**src/core/srcc_defs.svh**
```systemverilog
// constants of the system reset class controller
`ifndef SRCC_DEFS_SVH
`define SRCC_DEFS_SVH

// ***************************************************************
// timing
// ***************************************************************
`define SRCC_CLK_NS        25
`define SRCC_CPU_DLY_NS    1000000
`define SRCC_CORE_DLY_CYC  5
`define SRCC_CNT_W         16

// ***************************************************************
// sizes
// ***************************************************************
`define SRCC_NPORTS        2
`define SRCC_NERR          4

// ***************************************************************
// register map: global block and per-port blocks
// ***************************************************************
`define SRCC_CTRL_ADDR     12'h000
`define SRCC_STAT_ADDR     12'h004
`define SRCC_ERR_ADDR      12'h008
`define SRCC_BRCTL_IDX     8'h3e
`define SRCC_LNKSTS_IDX    8'h47

// ***************************************************************
// field positions and reset values
// ***************************************************************
`define SRCC_CTRL_PROC_BIT 0
`define SRCC_CTRL_HARD_BIT 1
`define SRCC_CTRL_EN_LSB   2
`define SRCC_BRCTL_SBR_BIT 6
`define SRCC_LNK_ACT_BIT   1
`define SRCC_BRCTL_RST     16'h0000

`endif

```
**src/core/srcc_pkg.sv**
```systemverilog
// types of the system reset class controller
package srcc_pkg;

  // sequencer states
  typedef enum logic [2:0] {
    ST_POR,
    ST_HARD,
    ST_WAIT_CORE,
    ST_WAIT_CPU,
    ST_CPU_ONLY,
    ST_RUN
  } srcc_state_t;

  // software controls of one root port
  typedef struct packed {
    logic enable;
    logic sec_rst;
  } srcc_port_ctl_t;

  // state shown by one root port
  typedef struct packed {
    logic reset_b;
    logic train_en;
    logic link_active;
  } srcc_port_sts_t;

endpackage

```
**src/core/srcc_port.sv**
```systemverilog
// reset and training control of one root port
`timescale 1ns/1ps
module srcc_port (
  input  wire logic                    clk,
  input  wire logic                    rst_b,
  input  wire logic                    core_rst_b,
  input  wire logic                    pg_ok,
  input  wire srcc_pkg::srcc_port_ctl_t ctl,
  input  wire logic                    link_up,
  output srcc_pkg::srcc_port_sts_t      sts
);
  import srcc_pkg::*;

  srcc_port_sts_t sts_d;
  logic           wait_q;
  logic           wait_d;
  logic           up_prev_q;
  logic           up_prev_d;

  // downstream sees the same reset for hard and targeted cases
  always_comb begin
    sts_d.reset_b     = core_rst_b && !ctl.sec_rst;
    sts_d.train_en    = sts_d.reset_b && pg_ok && ctl.enable;
    up_prev_d         = link_up;
    wait_d            = wait_q;
    if (!sts_d.reset_b) begin
      wait_d = 1'b1;
    end else if (sts.train_en && link_up && !up_prev_q) begin
      wait_d = 1'b0;
    end
    // stale link-up from before the reset is never reported
    sts_d.link_active = sts.train_en && link_up && !wait_q;
  end

  // safe levels: port held in reset, no training
  always_ff @(posedge clk) begin
    if (!rst_b) begin
      sts       <= '0;
      wait_q    <= 1'b1;
      up_prev_q <= 1'b1;
    end else begin
      sts       <= sts_d;
      wait_q    <= wait_d;
      up_prev_q <= up_prev_d;
    end
  end

endmodule

```
**src/core/srcc_sync.sv**
```systemverilog
// two-flop synchroniser for asynchronous level inputs
`timescale 1ns/1ps
module srcc_sync #(
  parameter int W = 1
) (
  input  wire logic         clk,
  input  wire logic         rst_b,
  input  wire logic [W-1:0] d,
  output logic      [W-1:0] q
);

  logic [W-1:0] meta_q;
  logic [W-1:0] meta_d;
  logic [W-1:0] q_d;

  // first stage feeds only the second stage
  always_comb begin
    meta_d = d;
    q_d    = meta_q;
  end

  // resets to zero, which both inputs read as reset asserted
  always_ff @(posedge clk) begin
    if (!rst_b) begin
      meta_q <= '0;
      q      <= '0;
    end else begin
      meta_q <= meta_d;
      q      <= q_d;
    end
  end

endmodule

```
**src/core/srcc_top.sv**
```systemverilog
// system reset class controller: sequencer, apb registers, root ports
`timescale 1ns/1ps
`include "srcc_defs.svh"
module srcc_top #(
  parameter int unsigned CPU_DLY_CYC = `SRCC_CPU_DLY_NS / `SRCC_CLK_NS
) (
  input  wire logic                      clk,
  input  wire logic                      rst_b,
  input  wire logic                      power_good_in,
  input  wire logic                      platform_reset_in_b,
  input  wire logic                      bus_reinit_signal_b,
  input  wire logic [`SRCC_NERR-1:0]     err_event_in,
  input  wire logic [`SRCC_NPORTS-1:0]   link_up_in,
  input  wire logic                      psel,
  input  wire logic                      penable,
  input  wire logic                      pwrite,
  input  wire logic [11:0]               paddr,
  input  wire logic [31:0]               pwdata,
  output logic      [31:0]               prdata,
  output logic                           pready,
  output logic                           pslverr,
  output logic                           processor_reset_out_b,
  output logic                           core_reset_b,
  output logic                           fsb_arb_reset,
  output logic                           txn_flush,
  output logic                           refresh_en,
  output srcc_pkg::srcc_port_sts_t [`SRCC_NPORTS-1:0] port_sts
);
  import srcc_pkg::*;

  localparam int NP = `SRCC_NPORTS;
  localparam logic [`SRCC_CNT_W-1:0] CORE_END =
    `SRCC_CNT_W'(`SRCC_CORE_DLY_CYC - 1);
  localparam logic [`SRCC_CNT_W-1:0] CPU_END =
    `SRCC_CNT_W'(CPU_DLY_CYC - 1);

  // ***************************************************************
  // input synchronisation
  // ***************************************************************
  logic [1:0] sync_q;
  logic       pg_s;
  logic       platform_reset_in_s;

  // both pins have no relation to clk
  srcc_sync #(
    .W (2)
  ) u_sync (
    .clk   (clk),
    .rst_b (rst_b),
    .d     ({power_good_in, platform_reset_in_b}),
    .q     (sync_q)
  );

  assign pg_s    = sync_q[1];
  assign platform_reset_in_s = sync_q[0];

  // ***************************************************************
  // reset sequencer
  // ***************************************************************
  srcc_state_t             st_q;
  srcc_state_t             st_d;
  logic [`SRCC_CNT_W-1:0]  cnt_q;
  logic [`SRCC_CNT_W-1:0]  cnt_d;
  logic                    cpu_rst_b_d;
  logic                    core_rst_b_d;
  logic                    refresh_d;
  logic                    proc_req_q;
  logic                    hard_req_q;

  // power-good wins over platform reset, which wins over software
  always_comb begin
    st_d = st_q;
    cnt_d = cnt_q;
    if (!pg_s) begin
      st_d  = ST_POR;
      cnt_d = '0;
    end else if (!platform_reset_in_s || hard_req_q) begin
      st_d  = ST_HARD;
      cnt_d = '0;
    end else begin
      case (st_q)
        ST_POR, ST_HARD: begin
          st_d  = ST_WAIT_CORE;
          cnt_d = '0;
        end
        ST_WAIT_CORE: begin
          cnt_d = cnt_q + 1'b1;
          if (cnt_q == CORE_END) begin
            st_d = ST_WAIT_CPU;
          end
        end
        ST_WAIT_CPU: begin
          cnt_d = cnt_q + 1'b1;
          if (cnt_q == CPU_END) begin
            st_d = ST_RUN;
          end
        end
        ST_CPU_ONLY: begin
          cnt_d = cnt_q + 1'b1;
          if (cnt_q == CPU_END) begin
            st_d = ST_RUN;
          end
        end
        ST_RUN: begin
          if (proc_req_q) begin
            st_d  = ST_CPU_ONLY;
            cnt_d = '0;
          end
        end
        default: begin
          st_d  = ST_POR;
          cnt_d = '0;
        end
      endcase
    end
    // processor held whenever not running
    cpu_rst_b_d  = (st_d == ST_RUN);
    // processor-only keeps the core alive
    core_rst_b_d = (st_d == ST_RUN) || (st_d == ST_WAIT_CPU) ||
                   (st_d == ST_CPU_ONLY);
    // refresh depends on core reset only, never on bus-init
    refresh_d    = core_rst_b_d;
  end

  // outputs start at safe levels
  always_ff @(posedge clk) begin
    if (!rst_b) begin
      st_q                  <= ST_POR;
      cnt_q                 <= '0;
      processor_reset_out_b <= 1'b0;
      core_reset_b          <= 1'b0;
      refresh_en            <= 1'b0;
    end else begin
      st_q                  <= st_d;
      cnt_q                 <= cnt_d;
      processor_reset_out_b <= cpu_rst_b_d;
      core_reset_b          <= core_rst_b_d;
      refresh_en            <= refresh_d;
    end
  end

  // ***************************************************************
  // bus-init handling
  // ***************************************************************
  logic bus_reinit_signal_prev_q;
  logic arb_rst_d;
  logic flush_d;

  // touches no register and no port, so links stay up
  always_comb begin
    arb_rst_d = !bus_reinit_signal_b;
    flush_d   = !bus_reinit_signal_b && bus_reinit_signal_prev_q;
  end

  always_ff @(posedge clk) begin
    if (!rst_b) begin
      bus_reinit_signal_prev_q  <= 1'b1;
      fsb_arb_reset <= 1'b0;
      txn_flush     <= 1'b0;
    end else begin
      bus_reinit_signal_prev_q  <= bus_reinit_signal_b;
      fsb_arb_reset <= arb_rst_d;
      txn_flush     <= flush_d;
    end
  end

  // ***************************************************************
  // apb registers
  // ***************************************************************
  logic [NP-1:0]          port_en_q;
  logic [NP-1:0]          port_en_d;
  logic [15:0]            brctl_q [NP];
  logic [15:0]            brctl_d [NP];
  logic [`SRCC_NERR-1:0]  err_q;
  logic [`SRCC_NERR-1:0]  err_d;
  logic                   proc_req_d;
  logic                   hard_req_d;
  logic                   wr;
  logic                   hit;
  logic [31:0]            rdata;
  logic [31:0]            prdata_d;
  logic                   pready_d;
  logic                   pslverr_d;
  logic                   hard_clr;
  srcc_port_ctl_t         pctl [NP];

  // non-sticky state sits at defaults while the core is in reset
  assign hard_clr = !core_reset_b;
  assign wr       = psel && penable && pready && pwrite;

  // read decode and write effects
  always_comb begin
    rdata      = '0;
    hit        = 1'b1;
    port_en_d  = port_en_q;
    proc_req_d = 1'b0;
    hard_req_d = 1'b0;
    err_d      = err_q | err_event_in;
    for (int p = 0; p < NP; p++) begin
      brctl_d[p] = brctl_q[p];
    end
    if (paddr[11:10] == 2'd0) begin
      case (paddr)
        `SRCC_CTRL_ADDR: begin
          rdata[`SRCC_CTRL_EN_LSB +: NP] = port_en_q;
          if (wr) begin
            port_en_d  = pwdata[`SRCC_CTRL_EN_LSB +: NP];
            proc_req_d = pwdata[`SRCC_CTRL_PROC_BIT];
            hard_req_d = pwdata[`SRCC_CTRL_HARD_BIT];
          end
        end
        `SRCC_STAT_ADDR: begin
          rdata[2:0] = {fsb_arb_reset, !core_reset_b,
                        !processor_reset_out_b};
        end
        `SRCC_ERR_ADDR: begin
          rdata[`SRCC_NERR-1:0] = err_q;
          if (wr) begin
            // new events win over the write-one clear
            err_d = (err_q & ~pwdata[`SRCC_NERR-1:0]) | err_event_in;
          end
        end
        default: hit = 1'b0;
      endcase
    end else if (paddr[11:10] <= 2'(NP)) begin
      for (int p = 0; p < NP; p++) begin
        if (paddr[11:10] == 2'(p + 1)) begin
          if (paddr[9:0] == {`SRCC_BRCTL_IDX, 2'b00}) begin
            rdata[15:0] = brctl_q[p];
            if (wr) begin
              brctl_d[p] = pwdata[15:0];
            end
          end else if (paddr[9:0] == {`SRCC_LNKSTS_IDX, 2'b00}) begin
            rdata[`SRCC_LNK_ACT_BIT] = port_sts[p].link_active;
          end else begin
            hit = 1'b0;
          end
        end
      end
    end else begin
      hit = 1'b0;
    end
    if (hard_clr) begin
      port_en_d  = '0;
      proc_req_d = 1'b0;
      hard_req_d = 1'b0;
      for (int p = 0; p < NP; p++) begin
        brctl_d[p] = `SRCC_BRCTL_RST;
      end
    end
    if (!pg_s) begin
      err_d = '0;
    end
    // one wait state, answer registered
    pready_d  = psel && penable && !pready;
    prdata_d  = (pready_d && hit) ? rdata : 32'h0000_0000;
    pslverr_d = pready_d && !hit;
  end

  always_ff @(posedge clk) begin
    if (!rst_b) begin
      port_en_q  <= '0;
      proc_req_q <= 1'b0;
      hard_req_q <= 1'b0;
      err_q      <= '0;
      pready     <= 1'b0;
      prdata     <= 32'h0000_0000;
      pslverr    <= 1'b0;
      for (int p = 0; p < NP; p++) begin
        brctl_q[p] <= `SRCC_BRCTL_RST;
      end
    end else begin
      port_en_q  <= port_en_d;
      proc_req_q <= proc_req_d;
      hard_req_q <= hard_req_d;
      err_q      <= err_d;
      pready     <= pready_d;
      prdata     <= prdata_d;
      pslverr    <= pslverr_d;
      for (int p = 0; p < NP; p++) begin
        brctl_q[p] <= brctl_d[p];
      end
    end
  end

  // ***************************************************************
  // root ports
  // ***************************************************************
  generate
    for (genvar g = 0; g < NP; g++) begin : g_port
      assign pctl[g].enable  = port_en_q[g];
      assign pctl[g].sec_rst = brctl_q[g][`SRCC_BRCTL_SBR_BIT];

      srcc_port u_port (
        .clk        (clk),
        .rst_b      (rst_b),
        .core_rst_b (core_reset_b),
        .pg_ok      (pg_s),
        .ctl        (pctl[g]),
        .link_up    (link_up_in[g]),
        .sts        (port_sts[g])
      );
    end
  endgenerate

endmodule
```
**config.mk**
```make
export PLATFORM = sky130hd
export DESIGN_NAME = srcc_top
export DESIGN_NICKNAME = d
export VERILOG_FILES = /design/src/core/srcc_pkg.sv /design/src/core/srcc_port.sv /design/src/core/srcc_sync.sv /design/src/core/srcc_top.sv
export VERILOG_INCLUDE_DIRS = /design/src /design/src/core
export SDC_FILE = /design/constraint.sdc
export NUM_CORES = 1
export LEC_CHECK = 0
export ABC_AREA = 1
export BUFFER_PORTS_ARGS = -buffer_cell sky130_fd_sc_hd__buf_4
export CAP_MARGIN = 15
export CORE_UTILIZATION = 25
export CTS_CLUSTER_DIAMETER = 30
export DETAILED_ROUTE_END_ITERATION = 16
export GPL_TIMING_DRIVEN = 0
export MAX_ROUTING_LAYER = met4
export PLACE_DENSITY = 0.41
export SLEW_MARGIN = 40
export SYNTH_ARGS = -nofsm -noshare
export SYNTH_HDL_FRONTEND = slang
export SYNTH_HIERARCHICAL = 1
export SYNTH_SLANG_ARGS = --single-unit
```
**constraint.sdc**
```tcl
create_clock -name clk -period 1.4 [get_ports clk]
set_input_delay 0.07 -clock clk [delete_from_list [all_inputs] [get_ports clk]]
set_output_delay 0.07 -clock clk [all_outputs]
set_load 0.01 [all_outputs]
```
==> impl_summary.log, run 1 <==
INFO  metric number_of_enable_flip_flop_cells_after_synthesis = 0
INFO  metric synth.lib_cells_used.distinct = 35
INFO  metric gp_congestion = 0.8434
INFO  metric dieArea = 18880 um^2
INFO  metric timing.final.crit_share = 1.041
INFO  metric antenna_cells_inserted = 0
INFO  metric floorplan.initialDensity = 0.2552
INFO  metric synth-async-reset-ratio = 0
INFO  metric finalSetupViolations = 6
INFO  metric synthMostInstantiatedCell = sky130_fd_sc_hd__nand2_1
INFO  metric endpoint_kind = register
INFO  metric timing.critical_path.required = 1.63 ns
INFO  metric drt-wirelength-per-cell = 12.97 um
INFO  metric firstDrtPassIters = 4
INFO  metric area.growth.synth_to_final = 33.90%
INFO  metric htree_levels = 3
INFO  metric root_buffer = sky130_fd_sc_hd__clkbuf_16
INFO  metric ir_drop = 0.6847 mV
INFO  metric grt_setup_unrepaired = true
INFO  metric final_area = 6138 um^2
INFO  metric initial_antenna_violation_count = 0
INFO  metric grt_use_total = 0.1405
INFO  metric dpl-instance-area = 5453 um^2
INFO  metric cell_with_the_largest_stage_delay_on_the_worst_path = sky130_fd_sc_hd__dfxtp_2
INFO  metric clk_pin_slew = 0.07 ns
INFO  metric grt_pass1_vias = 3994
INFO  metric floorplan.core_area = 17960 um^2
INFO  metric worst-path-buf-inv = 2
INFO  metric start_kind = register
INFO  metric critical_path_peak_fanout = 3
INFO  metric count_of_non_filler_cells_in_the_finished_layout = 946
INFO  metric fin_ws = -0.05751 ns
INFO  metric final-max-slew-violation-count = 0
INFO  metric tritoncts = built
INFO  metric grt_first_pass_wirelength = 19640 um
INFO  metric achievable-frequency = 686.1 MHz
INFO  metric vias = 4020
INFO  metric worstHoldPathType = input port to register
INFO  metric worstPathCellList = buf_4, inv_1, ha_1, nor3b_2, nand3b_1, nor2_1, nor2_1, nand2_1, nand2_1, nor2_1
INFO  metric synth_common_cells = 118 x sky130_fd_sc_hd__nand2_1, 96 x sky130_fd_sc_hd__dfxtp_1, 92 x sky130_fd_sc_hd__inv_1
INFO  metric synth.largest_area_cell = sky130_fd_sc_hd__dfxtp_1
INFO  metric finalHoldWorstSlack = 0.005721 ns
INFO  metric post_synth_instance_area = 4584 um^2
INFO  metric grt.overflow.total = 0
INFO  metric port_buffers = 70
INFO  metric number_of_storage_elements_in_the_synthesis_netlist = 96
INFO  metric dpl_worst_slack = -0.2788 ns
INFO  metric syn_avg_cell_area = 7.718 um^2
INFO  metric power.density_cell_area = 899.1 nW/um^2
INFO  metric dr.first_iter.drc_count = 211
INFO  metric grt_max_degree = 17
INFO  metric post-synth-top-area-fraction = 0.4192
INFO  metric route.final.wire_length = 12270 um
INFO  metric vias_per_cell = 4.249
INFO  metric drive_gt1_frac = 0.3305
INFO  metric drt_drc_violations_left = 0
INFO  metric endpoints_failing_hold = 0
INFO  metric cts-buffers-inserted = 9
INFO  metric timing.critical_path.mode_cell = sky130_fd_sc_hd__nor2_1
INFO  metric synth_top_cells_by_area = sky130_fd_sc_hd__dfxtp_1 42%, sky130_fd_sc_hd__nand2_1 9.7%, sky130_fd_sc_hd__a211oi_2 8.7%
INFO  metric rows = 49
INFO  metric fin_total_pwr = 5.519 mW
INFO  metric yosysSeqAreaShare = 0.4192
INFO  metric violated_checks = setup timing
INFO  metric cts_max_path_buffers = 2
INFO  metric yosysWarningCount = 6
INFO  metric criticalPathCategory = register to register
INFO  metric power.leakage = 2.430 nW
INFO  metric floorplan.io_pins = 103
INFO  metric worst_path_largest_cell_delay = 0.36 ns
INFO  metric timing.max_slew.rel_slack = 0.6495
INFO  metric worstSkewPairLatency = 0.36 ns
INFO  metric num-nets-final = 773
INFO  metric syn_inst = 594
INFO  metric critical_path_arrival = 1.69 ns
INFO  metric dp_hpwl = 9231 um
INFO  metric cap_violations = 0
INFO  metric worst_clock_skew = 0.01836 ns
INFO  metric postSynth.topFlopCell = sky130_fd_sc_hd__dfxtp_1
INFO  metric shortest_clock_period_the_worst_path_allows_after_layout = 1.458 ns
INFO  metric final_antenna_net_count = 0
INFO  metric outcome = finished with violations
INFO  metric dpl.cell_count = 908
INFO  metric worst_slew_pin_slew = 0.5258 ns
INFO  metric critical_path.top_delay_family = simple AND/OR/NAND/NOR gates
INFO  metric clock_sinks = 96
INFO  metric die_y = 137.4 um
INFO  metric die_width = 137.4 um
## routing by layer
layer,vias to the layer above,part of all wire,global-route usage
li1,2102,-,-
met1,1855,0.45,0.1648
met2,52,0.51,0.2420
met3,11,0.025,0.02759
met5,-,0,-
met4,0,0.011,0.04029
## power breakdown
| group | switching [mW] | internal, mW | total [mW] |
|---|---|---|---|
| Clock | 1.10 | 1.32 | 2.42 |
| Combinational | 0.181 | 0.164 | 0.346 |
| Sequential | 0.0103 | 2.75 | 2.76 |
| Total | 1.29 | 4.23 | 5.52 |
## flip-flops by register name (all words and copies together) (netlist names)
signal / count
pready: 1
refresh_en: 1
bus_reinit_signal_prev_q: 1
st_q: 3
processor_reset_out_b: 1
g_port.u_port/wait_q: 2
g_port.u_port/up_prev_q: 2
u_sync/q: 2
prdata: 16
fsb_arb_reset: 1
u_sync/meta_q: 2
cnt_q: 16
brctl_q: 32
err_q: 4
pslverr: 1
txn_flush: 1
g_port.u_port/sts: 6
port_en_q: 2
proc_req_q: 1
hard_req_q: 1
## worst reg2reg max path: stages (launching register included)
cell                       delay [ns]
sky130_fd_sc_hd__dfxtp_2         0.36
sky130_fd_sc_hd__buf_4           0.13
sky130_fd_sc_hd__inv_1           0.05
sky130_fd_sc_hd__ha_1            0.18
sky130_fd_sc_hd__nor3b_2         0.15
sky130_fd_sc_hd__nand3b_1        0.09
sky130_fd_sc_hd__nor2_1          0.05
sky130_fd_sc_hd__nor2_1          0.10
sky130_fd_sc_hd__nand2_1         0.09
sky130_fd_sc_hd__nand2_1         0.10
sky130_fd_sc_hd__nor2_1          0.05
## final cells by class
class	count	area [um^2]
plain buffers	29	234.0
clock buffers	11	252.7
clock inverters	4	35.03
fillers	1931	11830
inverters	96	362.8
multi-input cells	387	2291
flip-flops and latches	96	1937
well taps	229	286.5
repair buffers	94	739.5
## worst paths after layout
path | from | to | slack, ns | depth (start not counted)
worst max-delay path | cnt_q[0] | st_q[0] | -0.06 | 10
worst min-delay path | err_event_in[2] | err_q[2] | 0.006 | 3
worst max register to register | cnt_q[0] | st_q[0] | -0.06 | 10
worst min register to register | bus_reinit_signal_prev_q | txn_flush | 0.41 | 2
## kinds of logic after synthesis
family                   Yosys count  share of synthesized area
flip-flops                        96                     0.4192
AND/OR/NAND/NOR                  280                     0.2852
XOR/XNOR                           3                   0.005732
AO/OA/AOI/OAI                     86                     0.1578
adder cells (fa/ha/maj)            2                   0.005458
buffers and inverters            126                     0.1258
other                              1                  0.0008180
## repair_timing
item,in CTS,in global routing
hold buffers,12,0
setup buffers,9,3
setup endpoints to repair,49,57
gates resized for setup,34,28
pin swaps,12,11
hold endpoints to repair,16,0
## cell usage in the layout (no fill, tap or decap), drive strengths merged
cell and n:
a211oi 32, nor2 95, nor3b 1, o21bai 1, conb 16, o21ai 13
ha 2, a21oi 35, nand4 12, clkbuf 16, a31o 1, clkinv 1
nor4 1, nand3 31, nand2 123, nand3b 1, dlygate4sd3 12, buf 106
o22ai 4, dfxtp 96, inv 99, nor3 16, xor2 3
## per-stage QoR
step | setup TNS (ns) | utilization
after global placement | -10.02 | 0.3035
after global routing | -1.736 | 0.3417
final | -0.2297 | 0.3417
after floorplan | 0 | -
after detailed placement | -10.05 | 0.3035
after CTS | -0.3302 | 0.3361
(Power assumes the default switching activity.)
==> inputs of run 2 (changes only) <==
--- a/config.mk
+++ b/config.mk
@@ -15,6 +15,7 @@
 export GPL_TIMING_DRIVEN = 0
 export MAX_ROUTING_LAYER = met4
 export PLACE_DENSITY = 0.41
+export SKIP_CTS_REPAIR_TIMING = 1
 export SLEW_MARGIN = 40
 export SYNTH_ARGS = -nofsm -noshare
 export SYNTH_HDL_FRONTEND = slang
==> impl_summary.log, run 2 (synthesis gave the netlist of run 1 again) <==
INFO  metric outcome = finished with violations
INFO  metric multi_input_area = 2272 um^2
INFO  metric floorplan.initialDensity = 0.2552
INFO  metric htree_levels = 3
INFO  metric worstPathCellList = ha_4, nand2_4, nor3_4, nand2_2, nor2_4, nand4_1, a21oi_1
INFO  metric ir_drop = 0.6826 mV
INFO  metric cell_with_the_largest_stage_delay_on_the_worst_path = sky130_fd_sc_hd__dfxtp_4
INFO  metric firstDrtPassIters = 4
INFO  metric initial_antenna_violation_count = 0
INFO  metric power_frac_seq = 0.501
INFO  metric tritoncts = built
INFO  metric grt_first_pass_wirelength = 19270 um
INFO  metric vias = 3976
INFO  metric dieArea = 18880 um^2
INFO  metric finalSetupViolations = 7
INFO  metric net-switching-power = 1.285 mW
INFO  metric dpl.cell_count = 908
INFO  metric worstHoldPathType = input port to register
INFO  metric die_width = 137.4 um
INFO  metric floorplan.core_area = 17960 um^2
INFO  metric critical_path_arrival = 1.71 ns
INFO  metric endpoints_failing_hold = 2
INFO  metric grt.overflow.total = 0
INFO  metric route.final.wire_length = 12060 um
INFO  metric count_of_non_filler_cells_in_the_finished_layout = 940
INFO  metric cap_violations = 0
INFO  metric power_frac_comb = 0.061
INFO  metric cts-buffers-inserted = 9
INFO  metric cts_max_path_buffers = 2
INFO  metric drt_drc_violations_left = 0
INFO  metric finalHoldWorstSlack = -0.001752 ns
INFO  metric fin_ws = -0.04038 ns
INFO  metric worstSkewPairLatency = 0.35 ns
INFO  metric power.density_cell_area = 907.2 nW/um^2
INFO  metric gp_congestion = 0.8434
INFO  metric timing.max_slew.rel_slack = 0.6469
INFO  metric critical_path_peak_fanout = 4
INFO  metric seq_area = 1941 um^2
INFO  metric criticalPathCategory = register to register
INFO  metric largest_reg_flops = 32
INFO  metric worst_clock_skew = 0.01562 ns
INFO  metric clk_pin_slew = 0.08 ns
INFO  metric rows = 49
INFO  metric grt_setup_unrepaired = true
INFO  metric clock_sinks = 96
INFO  metric vias_per_cell = 4.230
INFO  metric grt_max_degree = 17
INFO  metric worst_slew_pin_slew = 0.5296 ns
INFO  metric layout_top_registers = brctl_q (32), cnt_q (16), prdata (16)
INFO  metric achievable-frequency = 694.3 MHz
INFO  metric final-max-slew-violation-count = 0
INFO  metric area.growth.synth_to_final = 32.23%
INFO  metric timing.critical_path.required = 1.67 ns
INFO  metric final_antenna_net_count = 0
INFO  metric die_y = 137.4 um
INFO  metric intPower = 4.215 mW
INFO  metric endpoint_kind = register
INFO  metric floorplan.io_pins = 103
INFO  metric dr.first_iter.drc_count = 170
INFO  metric sw_frac_of_total = 0.2336
INFO  metric mostFrequentLayoutCells = 109 x sky130_fd_sc_hd__nand2_1, 97 x sky130_fd_sc_hd__buf_4, 88 x sky130_fd_sc_hd__inv_1
INFO  metric leading_cell_type_in_the_layout_fill_and_taps_excluded = sky130_fd_sc_hd__nand2_1
INFO  metric clock_power_share = 0.438
INFO  metric num-fill-cells = 1927
INFO  metric root_buffer = sky130_fd_sc_hd__clkbuf_16
INFO  metric shortest_clock_period_the_worst_path_allows_after_layout = 1.440 ns
INFO  metric registers.top_by_ff_count = brctl_q
INFO  metric timing.setup.tns = -0.1826 ns
INFO  metric grt_use_total = 0.1380
INFO  metric worst_path_largest_cell_delay = 0.37 ns
INFO  metric antenna_cells_inserted = 0
INFO  metric port_buffers = 70
INFO  metric power.leakage = 2.396 nW
INFO  metric dp_hpwl = 9231 um
INFO  metric violated_checks = hold timing, setup timing
INFO  metric start_kind = register
INFO  metric drive_gt1_frac = 0.3305
INFO  metric grt_pass1_vias = 3898
INFO  metric timing.final.crit_share = 1.029
INFO  metric drt-wirelength-per-cell = 12.83 um
INFO  metric num-nets-final = 767
[run 2: worst paths after layout]
path	startpoint	slack, ns	cells after the start	endpoint
min	pwdata[4]	-0.002	3	brctl_q[0][4]
min reg2reg	bus_reinit_signal_prev_q	0.41	2	txn_flush
max reg2reg	cnt_q[1]	-0.04	7	cnt_q[12]
max	cnt_q[1]	-0.04	7	cnt_q[12]
[run 2: critical path: cells and delay by family (launching register included)]
| family | cells | cell delay (ns) |
|---|---|---|
| compound gates | 1 | 0.13 |
| flops | 1 | 0.37 |
| fa+ha+maj | 1 | 0.16 |
| simple gates | 5 | 0.71 |
[run 2: cell type report]
cell class / count / share of cell area
sequential: 96 / 0.3201
clock inverter: 4 / 0.005779
buffer: 29 / 0.03777
clock buffer: 11 / 0.04169
multi-input combinational: 387 / 0.3748
timing repair buffer: 88 / 0.1123
inverter: 96 / 0.06027
tap: 229 / 0.04727
[run 2: per-stage QoR]
stage / setup slack (ns) / hold slack (ns) / utilization / power [mW] / area (um^2)
3_3_place_gp: -0.2739 / 0.2441 / 0.3035 / 3.134 / 5453
5_1_grt: -0.1460 / 0.004209 / 0.3375 / 5.728 / 6062
6_report: -0.04038 / -0.001752 / 0.3375 / 5.500 / 6062
3_5_place_dp: -0.2788 / 0.2440 / 0.3035 / 3.136 / 5453
4_1_cts: -0.3140 / -0.1267 / 0.3196 / 5.564 / 5741
2_1_floorplan: 0.01624 / 0.1387 / - / 2.969 / 4641
[run 2: routing by layer]
metal  GRT usage  share of wire  up-vias
met2      0.2362           0.51       51
li1            -              -     2087
met3     0.02759          0.024       10
met5           -              0        -
met4     0.03785          0.011        0
met1      0.1634           0.45     1828
[run 2: power by group through the flow]
| stage | sequential [mW] | combinational [mW] | clock, mW |
|---|---|---|---|
| 2_1_floorplan | 2.82 | 0.149 | 0 |
| 3_3_place_gp | 2.82 | 0.313 | 0 |
| 3_5_place_dp | 2.82 | 0.314 | 0 |
| 4_1_cts | 2.76 | 0.315 | 2.49 |
| 5_1_grt | 2.75 | 0.372 | 2.60 |
| 6_report | 2.75 | 0.337 | 2.41 |
